`src/fieldbus_status_pkg.sv`:
```
package fieldbus_status_pkg;

	// clock and blink timing
	localparam int unsigned CLOCK_HZ          = 50000000;
	localparam int unsigned MASTER_BLINK_HZ   = 2;
	localparam int unsigned SLOW_BLINK_HZ     = 1;
	localparam int unsigned MID_BLINK_HZ      = 2;
	localparam int unsigned FAST_BLINK_HZ     = 4;
	// half period of the fastest blink, in cycles
	localparam int unsigned FAST_HALF_CYCLES  = CLOCK_HZ / (2 * FAST_BLINK_HZ);
	localparam int unsigned PHASE_WIDTH       = 4;

	// baud detection
	localparam int unsigned RATE_COUNT        = 10;
	localparam int unsigned BIT_TIMER_WIDTH   = 13;
	localparam int unsigned BAUD_LOCK_BITS    = 8;
	localparam int unsigned BAUD_MARGIN_SHIFT = 3;

	// process data limits
	localparam int unsigned PROCESS_DATA_MAX  = 244;
	localparam int unsigned DATA_LEN_WIDTH    = 8;
	localparam int unsigned STATION_WIDTH     = 7;

	// reset values
	localparam logic [3:0]  BAUD_INDEX_RESET  = 4'h0;
	localparam logic [6:0]  STATION_RESET     = 7'h7E;

	typedef enum logic [1:0] {
		LED_OFF,
		LED_GREEN,
		LED_RED
	} led_color_type;

	typedef enum logic [1:0] {
		MODE_OFFLINE,
		MODE_STOP,
		MODE_DELETE,
		MODE_OPERATE
	} master_mode_type;

	typedef enum logic [1:0] {
		DB_NONE,
		DB_LOADING,
		DB_VALID,
		DB_INVALID
	} database_type;

	// master card state, supplied by the card controller
	typedef struct packed {
		master_mode_type       mode;
		database_type          database;
		logic [6:0]            slavesConfigured;
		logic [6:0]            slavesExchanging;
		logic                  busFault;
		logic                  holdsToken;
		logic                  fatalError;
		logic [3:0]            baudSelect;
	} master_status_type;

	// slave card state
	typedef struct packed {
		logic                  online;
		logic                  configError;
		logic                  paramMissing;
		logic                  asicInitError;
		logic [7:0]            inputLength;
		logic [7:0]            outputLength;
		logic [7:0]            configLength;
		logic [6:0]            stationConfig;
	} slave_status_type;

	// two-color led pair
	typedef struct packed {
		logic green;
		logic red;
	} led_type;

endpackage

```
`src/blink_divider.sv`:
```
`timescale 1ns/1ns
`default_nettype none
module blink_divider (
	// clock and reset
	input  wire logic                                     clock,
	input  wire logic                                     arst_n,
	// blink phases: bit0 4 Hz, bit1 2 Hz, bit2 1 Hz
	output logic [fieldbus_status_pkg::PHASE_WIDTH-1:0]  phase
);
	import fieldbus_status_pkg::*;

	logic [25:0] count;
	logic        tick;

	// one-cycle enable every half period of the fastest blink
	assign tick = (count == 26'(FAST_HALF_CYCLES - 1));

	always_ff @(posedge clock or negedge arst_n) begin
		if (!arst_n) begin
			count <= 26'h0;
		end else if (tick) begin
			count <= 26'h0;
		end else begin
			count <= count + 26'h1;
		end
	end

	// each phase bit halves the previous rate
	always_ff @(posedge clock or negedge arst_n) begin
		if (!arst_n) begin
			phase <= 4'h0;
		end else if (tick) begin
			phase <= phase + 4'h1;
		end
	end
endmodule
`default_nettype wire

```
`src/fieldbus_status_indicators.sv`:
```
`timescale 1ns/1ns
`default_nettype none
module fieldbus_status_indicators (
	// clock and reset
	input  wire logic                                   clock,
	input  wire logic                                   arst_n,
	// master card state
	input  wire fieldbus_status_pkg::master_status_type masterStatus,
	// slave card state and bus receive line
	input  wire fieldbus_status_pkg::slave_status_type  slaveStatus,
	input  wire logic                                   busRxd,
	input  wire logic [3:0]                             address_rotary_high,
	input  wire logic [3:0]                             address_rotary_low,
	// master indicators
	output fieldbus_status_pkg::led_type                modeLed,
	output fieldbus_status_pkg::led_type                databaseLed,
	output fieldbus_status_pkg::led_type                exchangeLed,
	output fieldbus_status_pkg::led_type                tokenLed,
	output logic [3:0]                                  masterBaud,
	// slave indicators and results
	output fieldbus_status_pkg::led_type                onlineLed,
	output fieldbus_status_pkg::led_type                offlineLed,
	output fieldbus_status_pkg::led_type                errorLed,
	output logic [3:0]                                  slaveBaud,
	output logic                                        baudLocked,
	output logic [6:0]                                  stationAddress,
	output logic [7:0]                                  inputLength,
	output logic [7:0]                                  outputLength
);
	import fieldbus_status_pkg::*;

	logic [PHASE_WIDTH-1:0]     phase;
	logic                       blink1;
	logic                       blink2;
	logic                       blink4;
	logic                       allExchange;
	logic                       someExchange;
	logic                       lengthMismatch;
	logic                       rxdPrev;
	logic [BIT_TIMER_WIDTH-1:0] runTimer;
	logic [BIT_TIMER_WIDTH-1:0] shortestRun;
	logic [BAUD_LOCK_BITS-1:0]  edgeCount;
	logic [3:0]                 next_rateIndex;

	blink_divider blinkGen (
		.clock  (clock),
		.arst_n (arst_n),
		.phase  (phase)
	);

	assign blink4 = phase[0];
	assign blink2 = phase[1];
	assign blink1 = phase[2];

	// pair up a color with an on condition
	function automatic led_type paint(input led_color_type color, input logic on);
		led_type result;
		result.green = on && (color == LED_GREEN);
		result.red   = on && (color == LED_RED);
		return result;
	endfunction

	assign allExchange  = (masterStatus.slavesConfigured != 7'h00) &&
	                      (masterStatus.slavesExchanging >= masterStatus.slavesConfigured);
	assign someExchange = (masterStatus.slavesExchanging != 7'h00);

	// master lamps, fatal error overrides all with red
	always_ff @(posedge clock or negedge arst_n) begin
		if (!arst_n) begin
			modeLed     <= '0;
			databaseLed <= '0;
			exchangeLed <= '0;
			tokenLed    <= '0;
		end else if (masterStatus.fatalError) begin
			modeLed     <= paint(LED_RED, 1'b1);
			databaseLed <= paint(LED_RED, 1'b1);
			exchangeLed <= paint(LED_RED, 1'b1);
			tokenLed    <= paint(LED_RED, 1'b1);
		end else begin
			case (masterStatus.mode)
				MODE_OPERATE: modeLed <= paint(LED_GREEN, 1'b1);
				MODE_DELETE:  modeLed <= paint(LED_GREEN, blink2);
				MODE_STOP:    modeLed <= paint(LED_RED, 1'b1);
				default:      modeLed <= '0;
			endcase
			case (masterStatus.database)
				DB_VALID:   databaseLed <= paint(LED_GREEN, 1'b1);
				DB_LOADING: databaseLed <= paint(LED_GREEN, blink2);
				DB_INVALID: databaseLed <= paint(LED_RED, 1'b1);
				default:    databaseLed <= '0;
			endcase
			if (masterStatus.busFault) begin
				exchangeLed <= paint(LED_RED, 1'b1);
			end else if (allExchange) begin
				exchangeLed <= paint(LED_GREEN, 1'b1);
			end else if (someExchange) begin
				exchangeLed <= paint(LED_GREEN, blink2);
			end else begin
				exchangeLed <= '0;
			end
			tokenLed <= paint(LED_GREEN, masterStatus.holdsToken);
		end
	end

	// master rate follows the configuration select below RATE_COUNT, otherwise keeps its value
	always_ff @(posedge clock or negedge arst_n) begin
		if (!arst_n) begin
			masterBaud <= BAUD_INDEX_RESET;
		end else if (masterStatus.baudSelect < 4'(RATE_COUNT)) begin
			masterBaud <= masterStatus.baudSelect;
		end
	end

	assign lengthMismatch = (slaveStatus.inputLength != slaveStatus.configLength);

	// slave online and offline lamps
	always_ff @(posedge clock or negedge arst_n) begin
		if (!arst_n) begin
			onlineLed  <= '0;
			offlineLed <= '0;
		end else begin
			onlineLed  <= paint(LED_GREEN, slaveStatus.online);
			offlineLed <= paint(LED_RED, !slaveStatus.online);
		end
	end

	// slave error lamp, chip fault takes priority
	always_ff @(posedge clock or negedge arst_n) begin
		if (!arst_n) begin
			errorLed <= '0;
		end else if (slaveStatus.asicInitError) begin
			errorLed <= paint(LED_RED, blink4);
		end else if (slaveStatus.paramMissing && lengthMismatch) begin
			errorLed <= paint(LED_RED, blink2);
		end else if (slaveStatus.configError || lengthMismatch) begin
			errorLed <= paint(LED_RED, blink1);
		end else begin
			errorLed <= '0;
		end
	end

	// process data lengths clamped to the limit
	always_ff @(posedge clock or negedge arst_n) begin
		if (!arst_n) begin
			inputLength  <= 8'h00;
			outputLength <= 8'h00;
		end else begin
			inputLength  <= (slaveStatus.inputLength > 8'(PROCESS_DATA_MAX)) ?
			                8'(PROCESS_DATA_MAX) : slaveStatus.inputLength;
			outputLength <= (slaveStatus.outputLength > 8'(PROCESS_DATA_MAX)) ?
			                8'(PROCESS_DATA_MAX) : slaveStatus.outputLength;
		end
	end

	// station address from configuration only, switches unused
	always_ff @(posedge clock or negedge arst_n) begin
		if (!arst_n) begin
			stationAddress <= STATION_RESET;
		end else begin
			stationAddress <= slaveStatus.stationConfig;
		end
	end

	// map shortest seen bit time to a rate index (0 slowest)
	always_comb begin
		if (shortestRun <= 13'h0004) begin
			next_rateIndex = 4'h9;
		end else if (shortestRun <= 13'h0008) begin
			next_rateIndex = 4'h8;
		end else if (shortestRun <= 13'h0010) begin
			next_rateIndex = 4'h7;
		end else if (shortestRun <= 13'h0020) begin
			next_rateIndex = 4'h6;
		end else if (shortestRun <= 13'h0050) begin
			next_rateIndex = 4'h5;
		end else if (shortestRun <= 13'h0100) begin
			next_rateIndex = 4'h4;
		end else if (shortestRun <= 13'h0200) begin
			next_rateIndex = 4'h3;
		end else if (shortestRun <= 13'h0400) begin
			next_rateIndex = 4'h2;
		end else if (shortestRun <= 13'h0A00) begin
			next_rateIndex = 4'h1;
		end else begin
			next_rateIndex = 4'h0;
		end
	end

	// measure shortest run between line edges
	always_ff @(posedge clock or negedge arst_n) begin
		if (!arst_n) begin
			rxdPrev     <= 1'b1;
			runTimer    <= '0;
			shortestRun <= '1;
			edgeCount   <= '0;
		end else begin
			rxdPrev <= busRxd;
			if (busRxd != rxdPrev) begin
				runTimer <= '0;
				if (runTimer < shortestRun) begin
					shortestRun <= runTimer + 13'h1;
				end
				if (edgeCount != '1) begin
					edgeCount <= edgeCount + 8'h1;
				end
			end else if (runTimer != '1) begin
				runTimer <= runTimer + 13'h1;
			end else begin
				shortestRun <= '1; // long idle: search again
				edgeCount   <= '0;
			end
		end
	end

	// publish detected rate once enough edges are seen
	always_ff @(posedge clock or negedge arst_n) begin
		if (!arst_n) begin
			slaveBaud  <= BAUD_INDEX_RESET;
			baudLocked <= 1'b0;
		end else begin
			baudLocked <= (edgeCount == '1);
			if (edgeCount == '1) begin
				slaveBaud <= next_rateIndex;
			end
		end
	end
endmodule
`default_nettype wire

```
`config.mk`:
```
export PLATFORM = sky130hd
export DESIGN_NAME = fieldbus_status_indicators
export DESIGN_NICKNAME = d
export VERILOG_FILES = /design/src/fieldbus_status_pkg.sv /design/src/blink_divider.sv /design/src/fieldbus_status_indicators.sv
export SDC_FILE = /design/constraint.sdc
export NUM_CORES = 1
export LEC_CHECK = 0
export BUFFER_PORTS_ARGS = -buffer_cell sky130_fd_sc_hd__buf_4
export CORE_MARGIN = 2
export CORE_UTILIZATION = 54
export DETAILED_ROUTE_END_ITERATION = 16
export PLACE_DENSITY = 0.8
export SLEW_MARGIN = 20
export SYNTH_ARGS = -nofsm -noshare
export SYNTH_HDL_FRONTEND = slang
export SYNTH_SLANG_ARGS = --single-unit
```
`constraint.sdc`:
```
create_clock -name clock -period 2.1 [get_ports clock]
set_input_delay 0.21 -clock clock [delete_from_list [all_inputs] [get_ports clock]]
set_output_delay 0.21 -clock clock [all_outputs]
set_load 0.02 [all_outputs]
```
==> metrics.md, run 1 <==
| Metric | Value |
|---|---|
| Number of global-route vias before repair | 4,104 |
| Number of remaining DRC errors | 0 |
| Leakage | 3.205 nW |
| Flop-to-flop setup slack | 0.1 ns |
| WP depth | 8 |
| Remaining global-route overflow | 0 |
| Top_reg_cell synth | dfrtp_1 |
| DP Wirelength | 8.577 mm |
| Clock period minus worst slack | 2.004 ns |
| Crit Path Class | reg -> reg |
| Final net count | 729 |
| Main combinational cell family by area after synthesis | simple AND/OR/NAND/NOR gates |
| Worst-case vdd ir drop | 0.3377 mV |
| Min-Delay Path Depth | 2 |
| Gpl congestion | 0.8877 |
| Register clock-pin slew on the reported worst setup and hold paths | 0.10 ns |
| Crit path to | shortestRun[8]$_DFFE_PN1P_ |
| Drt first pass iters | 5 |
| Initial Utilization | 0.5614 |
| Largest net degree at the start of global routing | 41 |
| RSZ-0062 raised after global routing | no |
| Post-CTS setup buffers | 0 |
| Slew margin rel. | 0.6545 |
| Root Buffer | clkbuf_8 |
| Yosys top cell area share | 0.4158 |
| Core Region | 0.009328 mm2 |
| Die Footprint | 0.01050 mm2 |
| Top cells by area, synth | dfrtp_1 42%, dfstp_2 10%, ha_1 5.5% |
| Fmax | 498.9 MHz |
| First-pass GRT wire length | 18.89 mm |
| Hold slack | 0.02518 ns |
| Vias per inst | 5.330 |
| Adder-Cell Fraction of Synth Area | 0.05496 |
| CTS tree | built |
| Yosys warns | 0 |
| Async S/R FF share, synth | 1.000 |
| CP Capture Type | flop |
| Critical Path AT | 2.31 ns |
| Avg Cell Area, Syn | 10.43 um2 |
| Rows | 35 |
| FF-to-FF path depth | 8 |
| Outcome | complete, no violations |
| Number of diodes | 0 |
| Detailed Route Iter0 Violations | 118 |
| Die height | 102.5 um |
| WL final | 11.65 mm |
| Maxcap violations | 0 |
| Layout filler cell count | 661 |
| Final setup viols | 0 |
| Area Growth Syn to Fin | 26.36% |
| Fraction of layout cells with a size suffix above 1 | 0.2750 |
| PD cells | 681.9 mW/mm2 |
| Netlist cell types | 53 |
| Complex-gate fraction of the synthesized area | 0.08220 |
| Ports | 117 |
| Post-Synth Simple-Gate Area | 0.1771 |
| CP startpoint kind | flop |
| CP startpoint | shortestRun[8]$_DFFE_PN1P_ |
| Synth Area in XOR/XNOR | 0.08172 |
| Worst min path class | in -> reg |
| DRT antenna net count | 0 |
| Sum Neg Setup Slack | 0 ns |
| Crit-path most repeated cell | nand2_1 |
| Worst R2R Start | shortestRun[8]$_DFFE_PN1P_ |
| Cells after synthesis | 502 |
| H-tree levels | 3 |
| CP max stage cell | dfstp_2 |
| GRT Resource Usage Total | 0.2307 |
| IO buf count | 105 |
| Required time worst endpoint | 2.40 ns |
| Synth Register Bits | 107 |
| Top Family by Delay on Critical Path | flip-flops |
| Later-pin clock latency in the skew report | 0.38 ns |
| # clock sinks | 107 |
| Hold Vio Cnt, Final | 0 |
| Crit path buffers/inverters | 2 |
| Post-synthesis mux area share | 0.04134 |
| Number of flops mapped to enable cells by yosys | 0 |
| Slowest stage delay, CP | 0.60 ns |
| Pre-CTS setup slack | 0.1465 ns |
| RR Endpoint | shortestRun[8]$_DFFE_PN1P_ |
| Max Buffers Root-to-Sink | 2 |
| Synth area leader | dfrtp_1 |
| Synth cell count leaders | 87 x dfrtp_1, 55 x nor2_1, 35 x inv_1 |
| Wirelength per Cell | 15.15 um |
| Clock Skew | 0.01402 ns |
| DR vias | 4,099 |
| Die Wd | 102.5 um |
| Slew Limit Fails | 0 |
| Initial antenna violation count | 0 |
| Mapped cell area | 0.005236 mm2 |
| Final period util | 0.9544 |
| Worst-path cell chain | inv_1, ha_1, nand2_1, nor2_1, nand2_1, o21ai_1, buf_4, mux2i_1 |
| Worst Setup Slack, final | 0.09573 ns |
| Critical-path maximum fanout | 5 |
| Num CTS Buffers | 9 |
| Slew @ Worst Pin | 0.5183 ns |
| Most frequently used cell type in the post-synthesis netlist | dfrtp_1 |
| Register area share after synthesis | 0.5161 |
==> sequential cells by signal, indices dropped and copies added (netlist names), 4 cells and up <==
name	cells
blinkGen.count	26
edgeCount	8
inputLength	8
masterBaud	4
outputLength	8
runTimer	13
shortestRun	13
slaveBaud	4
stationAddress	7
==> worst reg2reg max path: cells and delay by family, from the launching register on <==
kind | cells | cell delay (ns)
and+or+nand+nor | 3 | 0.31
AOI/OAI and AO/OA | 1 | 0.23
adders and majority gates | 1 | 0.30
muxes | 1 | 0.21
buffers and inverters | 2 | 0.29
DFF | 1 | 0.60
==> where the power goes <==
part | switching [mW] | internal (mW)
Sequential | 0.111 | 2.22
Clock | 0.742 | 0.560
Combinational | 0.450 | 0.433
==> stage by stage <==
step | instances | power [mW] | util | instance area [um2]
2_1_floorplan | 504 | 2.846 | - | 5244
3_3_place_gp | 734 | 3.172 | 0.6665 | 6217
3_5_place_dp | 734 | 3.213 | 0.6665 | 6217
4_1_cts | 769 | 4.526 | 0.7085 | 6609
5_1_grt | 769 | 4.717 | 0.7093 | 6616
6_report | 769 | 4.511 | 0.7093 | 6616
==> per-layer routing <==
| metal | up-vias | share of wire | global-route usage |
|---|---|---|---|
| li1 | 1987 | - | - |
| met1 | 2007 | 0.41 | 0.2840 |
| met2 | 82 | 0.54 | 0.4072 |
| met3 | 23 | 0.030 | 0.04309 |
| met4 | 0 | 0.018 | 0.08000 |
| met5 | - | 0 | 0 |
==> cell usage in the layout (no fill, tap or decap), types with 2 or more instances in the layout <==
cell type / count
buf_4: 119
dfrtp_1: 87
nor2_1: 55
inv_1: 35
nand2_1: 30
xnor2_1: 29
a21oi_1: 27
ha_1: 23
dfstp_2: 20
dlygate4sd3_1: 19
xor2_1: 18
nand3_1: 17
nand4_1: 16
mux2i_1: 16
nor3_1: 14
o21ai_0: 10
clkbuf_8: 9
nor2b_1: 8
a21o_1: 7
and3_1: 6
and4_1: 6
mux2_2: 5
a31oi_1: 4
and2_1: 3
or4b_1: 3
o31ai_1: 3
or4_1: 3
or2_2: 3
o22ai_1: 3
conb_1: 3
clkinv_4: 3
o21bai_1: 2
nand2b_1: 2
nor4_1: 2
nand2_2: 2
o21a_1: 2
o21ai_1: 2
==> timing repair <==
item / CTS / global route
gates resized for setup: 0 / 4
hold buffers: 19 / 0
endpoints found under the setup margin: 0 / 8
endpoints found under the hold margin: 41 / 0
==> how the worst min path moves through the flow <==
stage	startpoint	to
floorplan	arst_n	baudLocked$_DFF_PN0_
global placement	arst_n	baudLocked$_DFF_PN0_
detailed placement	arst_n	baudLocked$_DFF_PN0_
CTS	slaveStatus[31]	errorLed[0]$_DFF_PN0_
global route	slaveStatus[31]	errorLed[0]$_DFF_PN0_
finish	slaveStatus[31]	errorLed[0]$_DFF_PN0_
==> cell families (layout without fill, tap and decap cells) <==
kind of cell	Yosys count	after routing
compound gates	69	69
buf+inv	55	191
xor+xnor	48	48
other cells	1	3
flops	107	107
mux	21	21
simple gates	178	178
fa+ha+maj	23	23
==> cell type report <==
| class | count | area (um2) | share of cell area |
|---|---|---|---|
| Multi-Input combinational cell | 342 | 2305 | 0.3483 |
| Timing Repair Buffer | 140 | 1115 | 0.1685 |
| Clock inverter | 7 | 77.57 | 0.01172 |
| Clock buffer | 9 | 123.9 | 0.01872 |
| Inverter | 35 | 131.4 | 0.01986 |
| Sequential cell | 107 | 2703 | 0.4085 |
| Tap cell | 129 | 161.4 | 0.02439 |
No activity file was read; power rests on OpenSTA's default activity.
==> inputs of run 2 (changes only) <==
- GPL_ROUTABILITY_DRIVEN: unset -> 0
- clock period: 2.1 -> 2.28 ns (I/O delays scaled with it)
==> metrics.md, run 2 (synthesis results as in run 1) <==
| Metric | Value |
|---|---|
| CP max stage cell | dfrtp_1 (was dfstp_2) |
| Critical-path maximum fanout | 9 (was 5) |
| DP Wirelength | 8.350 mm (was 8.577 mm) |
| Number of remaining DRC errors | 0 (unchanged) |
| Core Region | 0.009328 mm2 (unchanged) |
| Slowest stage delay, CP | 0.45 ns (was 0.60 ns) |
| Number of diodes | 0 (unchanged) |
| Wirelength per Cell | 14.70 um (was 15.15 um) |
| Largest net degree at the start of global routing | 46 (was 41) |
| Max Buffers Root-to-Sink | 2 (unchanged) |
| GRT Resource Usage Total | 0.2214 (was 0.2307) |
| Hold Vio Cnt, Final | 0 (unchanged) |
| Die Footprint | 0.01050 mm2 (unchanged) |
| FF-to-FF path depth | 6 (was 8) |
| Area Growth Syn to Fin | 26.00% (was 26.36%) |
| CTS tree | built (unchanged) |
| Remaining global-route overflow | 0 (unchanged) |
| Fraction of layout cells with a size suffix above 1 | 0.2634 (was 0.2750) |
| Tot Pwr | 4.225 mW (was 4.511 mW) |
| Final setup viols | 0 (unchanged) |
| WL final | 11.22 mm (was 11.65 mm) |
| Register clock-pin slew on the reported worst setup and hold paths | 0.11 ns (was 0.10 ns) |
| Final period util | 0.9142 (was 0.9544) |
| Worst min path class | in -> reg (unchanged) |
| Sum Neg Setup Slack | 0 ns (unchanged) |
| DRT antenna net count | 0 (unchanged) |
| Min-Delay Path Depth | 2 (unchanged) |
| Detailed Route Iter0 Violations | 116 (was 118) |
| Critical Path AT | 2.36 ns (was 2.31 ns) |
| # clock sinks | 107 (unchanged) |
| Final net count | 723 (was 729) |
| Rows | 35 (unchanged) |
| Slew margin rel. | 0.6399 (was 0.6545) |
| Fmax | 479.8 MHz (was 498.9 MHz) |
| H-tree levels | 3 (unchanged) |
| Root Buffer | clkbuf_8 (unchanged) |
| Vias per inst | 5.271 (was 5.330) |
| Later-pin clock latency in the skew report | 0.37 ns (was 0.38 ns) |
| RSZ-0062 raised after global routing | no (unchanged) |
| DR vias | 4,022 (was 4,099) |
| Outcome | complete, no violations (unchanged) |
| Clock Skew | 0.01312 ns (was 0.01402 ns) |
| Initial Utilization | 0.5614 (unchanged) |
| First-pass GRT wire length | 18.14 mm (was 18.89 mm) |
| Clock period minus worst slack | 2.084 ns (was 2.004 ns) |
| Commonest non-fill, non-tap cell in the layout | buf_4 (unchanged) |
| Maxcap violations | 0 (unchanged) |
| PD cells | 640.4 mW/mm2 (was 681.9 mW/mm2) |
| Drt first pass iters | 4 (was 5) |
| Worst-case vdd ir drop | 0.3717 mV (was 0.3377 mV) |
| Required time worst endpoint | 2.56 ns (was 2.40 ns) |
| Leakage | 3.188 nW (was 3.205 nW) |
| Die Wd | 102.5 um (unchanged) |
| Crit Path Class | reg -> reg (unchanged) |
| Largest Register | blinkGen.count (unchanged) |
| Util after Layout | 0.7073 (was 0.7093) |
| Number of global-route vias before repair | 3,970 (was 4,104) |
| Num CTS Buffers | 9 (unchanged) |
| Most frequent cells in the layout | 113 x buf_4, 87 x dfrtp_1, 55 x nor2_1 (was 119 x buf_4, 87 x dfrtp_1, 55 x nor2_1) |
| CP startpoint kind | flop (unchanged) |
| IO buf count | 105 (unchanged) |
| Die height | 102.5 um (unchanged) |
| Worst-path cell chain | ha_1, nand4_1, nor4_4, and3_1, mux2i_1, a21o_1 (was inv_1, ha_1, nand2_1, nor2_1, nand2_1, o21ai_1, buf_4, mux2i_1) |
| Slew @ Worst Pin | 0.5401 ns (was 0.5183 ns) |
| CP Capture Type | flop (unchanged) |
| Ports | 117 (unchanged) |
| Number of flip-flops in the largest register | 26 (unchanged) |
| Initial antenna violation count | 0 (unchanged) |
| Slew Limit Fails | 0 (unchanged) |
| Largest regs | blinkGen.count: 26 flops, runTimer: 13 flops, shortestRun: 13 flops (unchanged) |
-- run 2: layout make-up --
class | instances | area [um2]
fillers | 685 | 2730
flip-flops and latches | 107 | 2703
multi-input cells | 342 | 2301
repair buffers | 134 | 1079
well taps | 129 | 161.4
inverters | 35 | 131.4
clock buffers | 10 | 127.6
clock inverters | 6 | 95.09
-- run 2: path summary, 6_finish.rpt --
check                           slack [ns]                          from                      endpoint
worst max-delay path                  0.20       runTimer[1]$_DFFE_PN0P_      edgeCount[5]$_DFFE_PN0P_
worst min-delay path                  0.06               masterStatus[3]     masterBaud[1]$_DFFE_PN0N_
worst max register to register        0.20       runTimer[1]$_DFFE_PN0P_      edgeCount[5]$_DFFE_PN0P_
worst min register to register        0.47  blinkGen.count[25]$_DFF_PN0_  blinkGen.count[25]$_DFF_PN0_
max in group asynchronous             1.16                        arst_n    shortestRun[8]$_DFFE_PN1P_
min in group asynchronous             0.38                        arst_n       runTimer[3]$_DFFE_PN0P_
-- run 2: what timing repair did --
action / CTS / global route
hold buffers: 19 / 0
resized for setup: 0 / 0
endpoints found under the hold margin: 55 / 0
setup buffers: 0 / 0
-- run 2: power breakdown --
| group | internal, mW | switching (mW) |
|---|---|---|
| Sequential | 2.04 | 0.105 |
| Combinational | 0.388 | 0.400 |
| Clock | 0.631 | 0.661 |
| Total | 3.06 | 1.17 |
-- run 2: critical path, delay by kind of cell (launching register included) --
family	cells	cell delay, ns
AOI/OAI and AO/OA	1	0.20
adders and majority gates	1	0.24
DFF	1	0.45
muxes	1	0.16
and+or+nand+nor	3	0.94
-- run 2: layer usage --
layer / track usage / part of all wire / up-vias
met5: 0 / 0 / -
met4: 0.07282 / 0.020 / 0
met3: 0.04446 / 0.026 / 21
met2: 0.3806 / 0.53 / 56
met1: 0.2810 / 0.42 / 1980
li1: - / - / 1965
-- run 2: metrics by stage --
step	area, um2	worst slack, ns	cells	hold slack, ns
after global routing	6598	0.08331	763	0.03906
after floorplan	5244	0.3580	504	-0.06759
final	6598	0.1956	763	0.05527
after global placement	6185	0.3267	728	0.2473
after detailed placement	6185	0.2476	728	0.2602
after CTS	6598	0.2130	763	0.02988
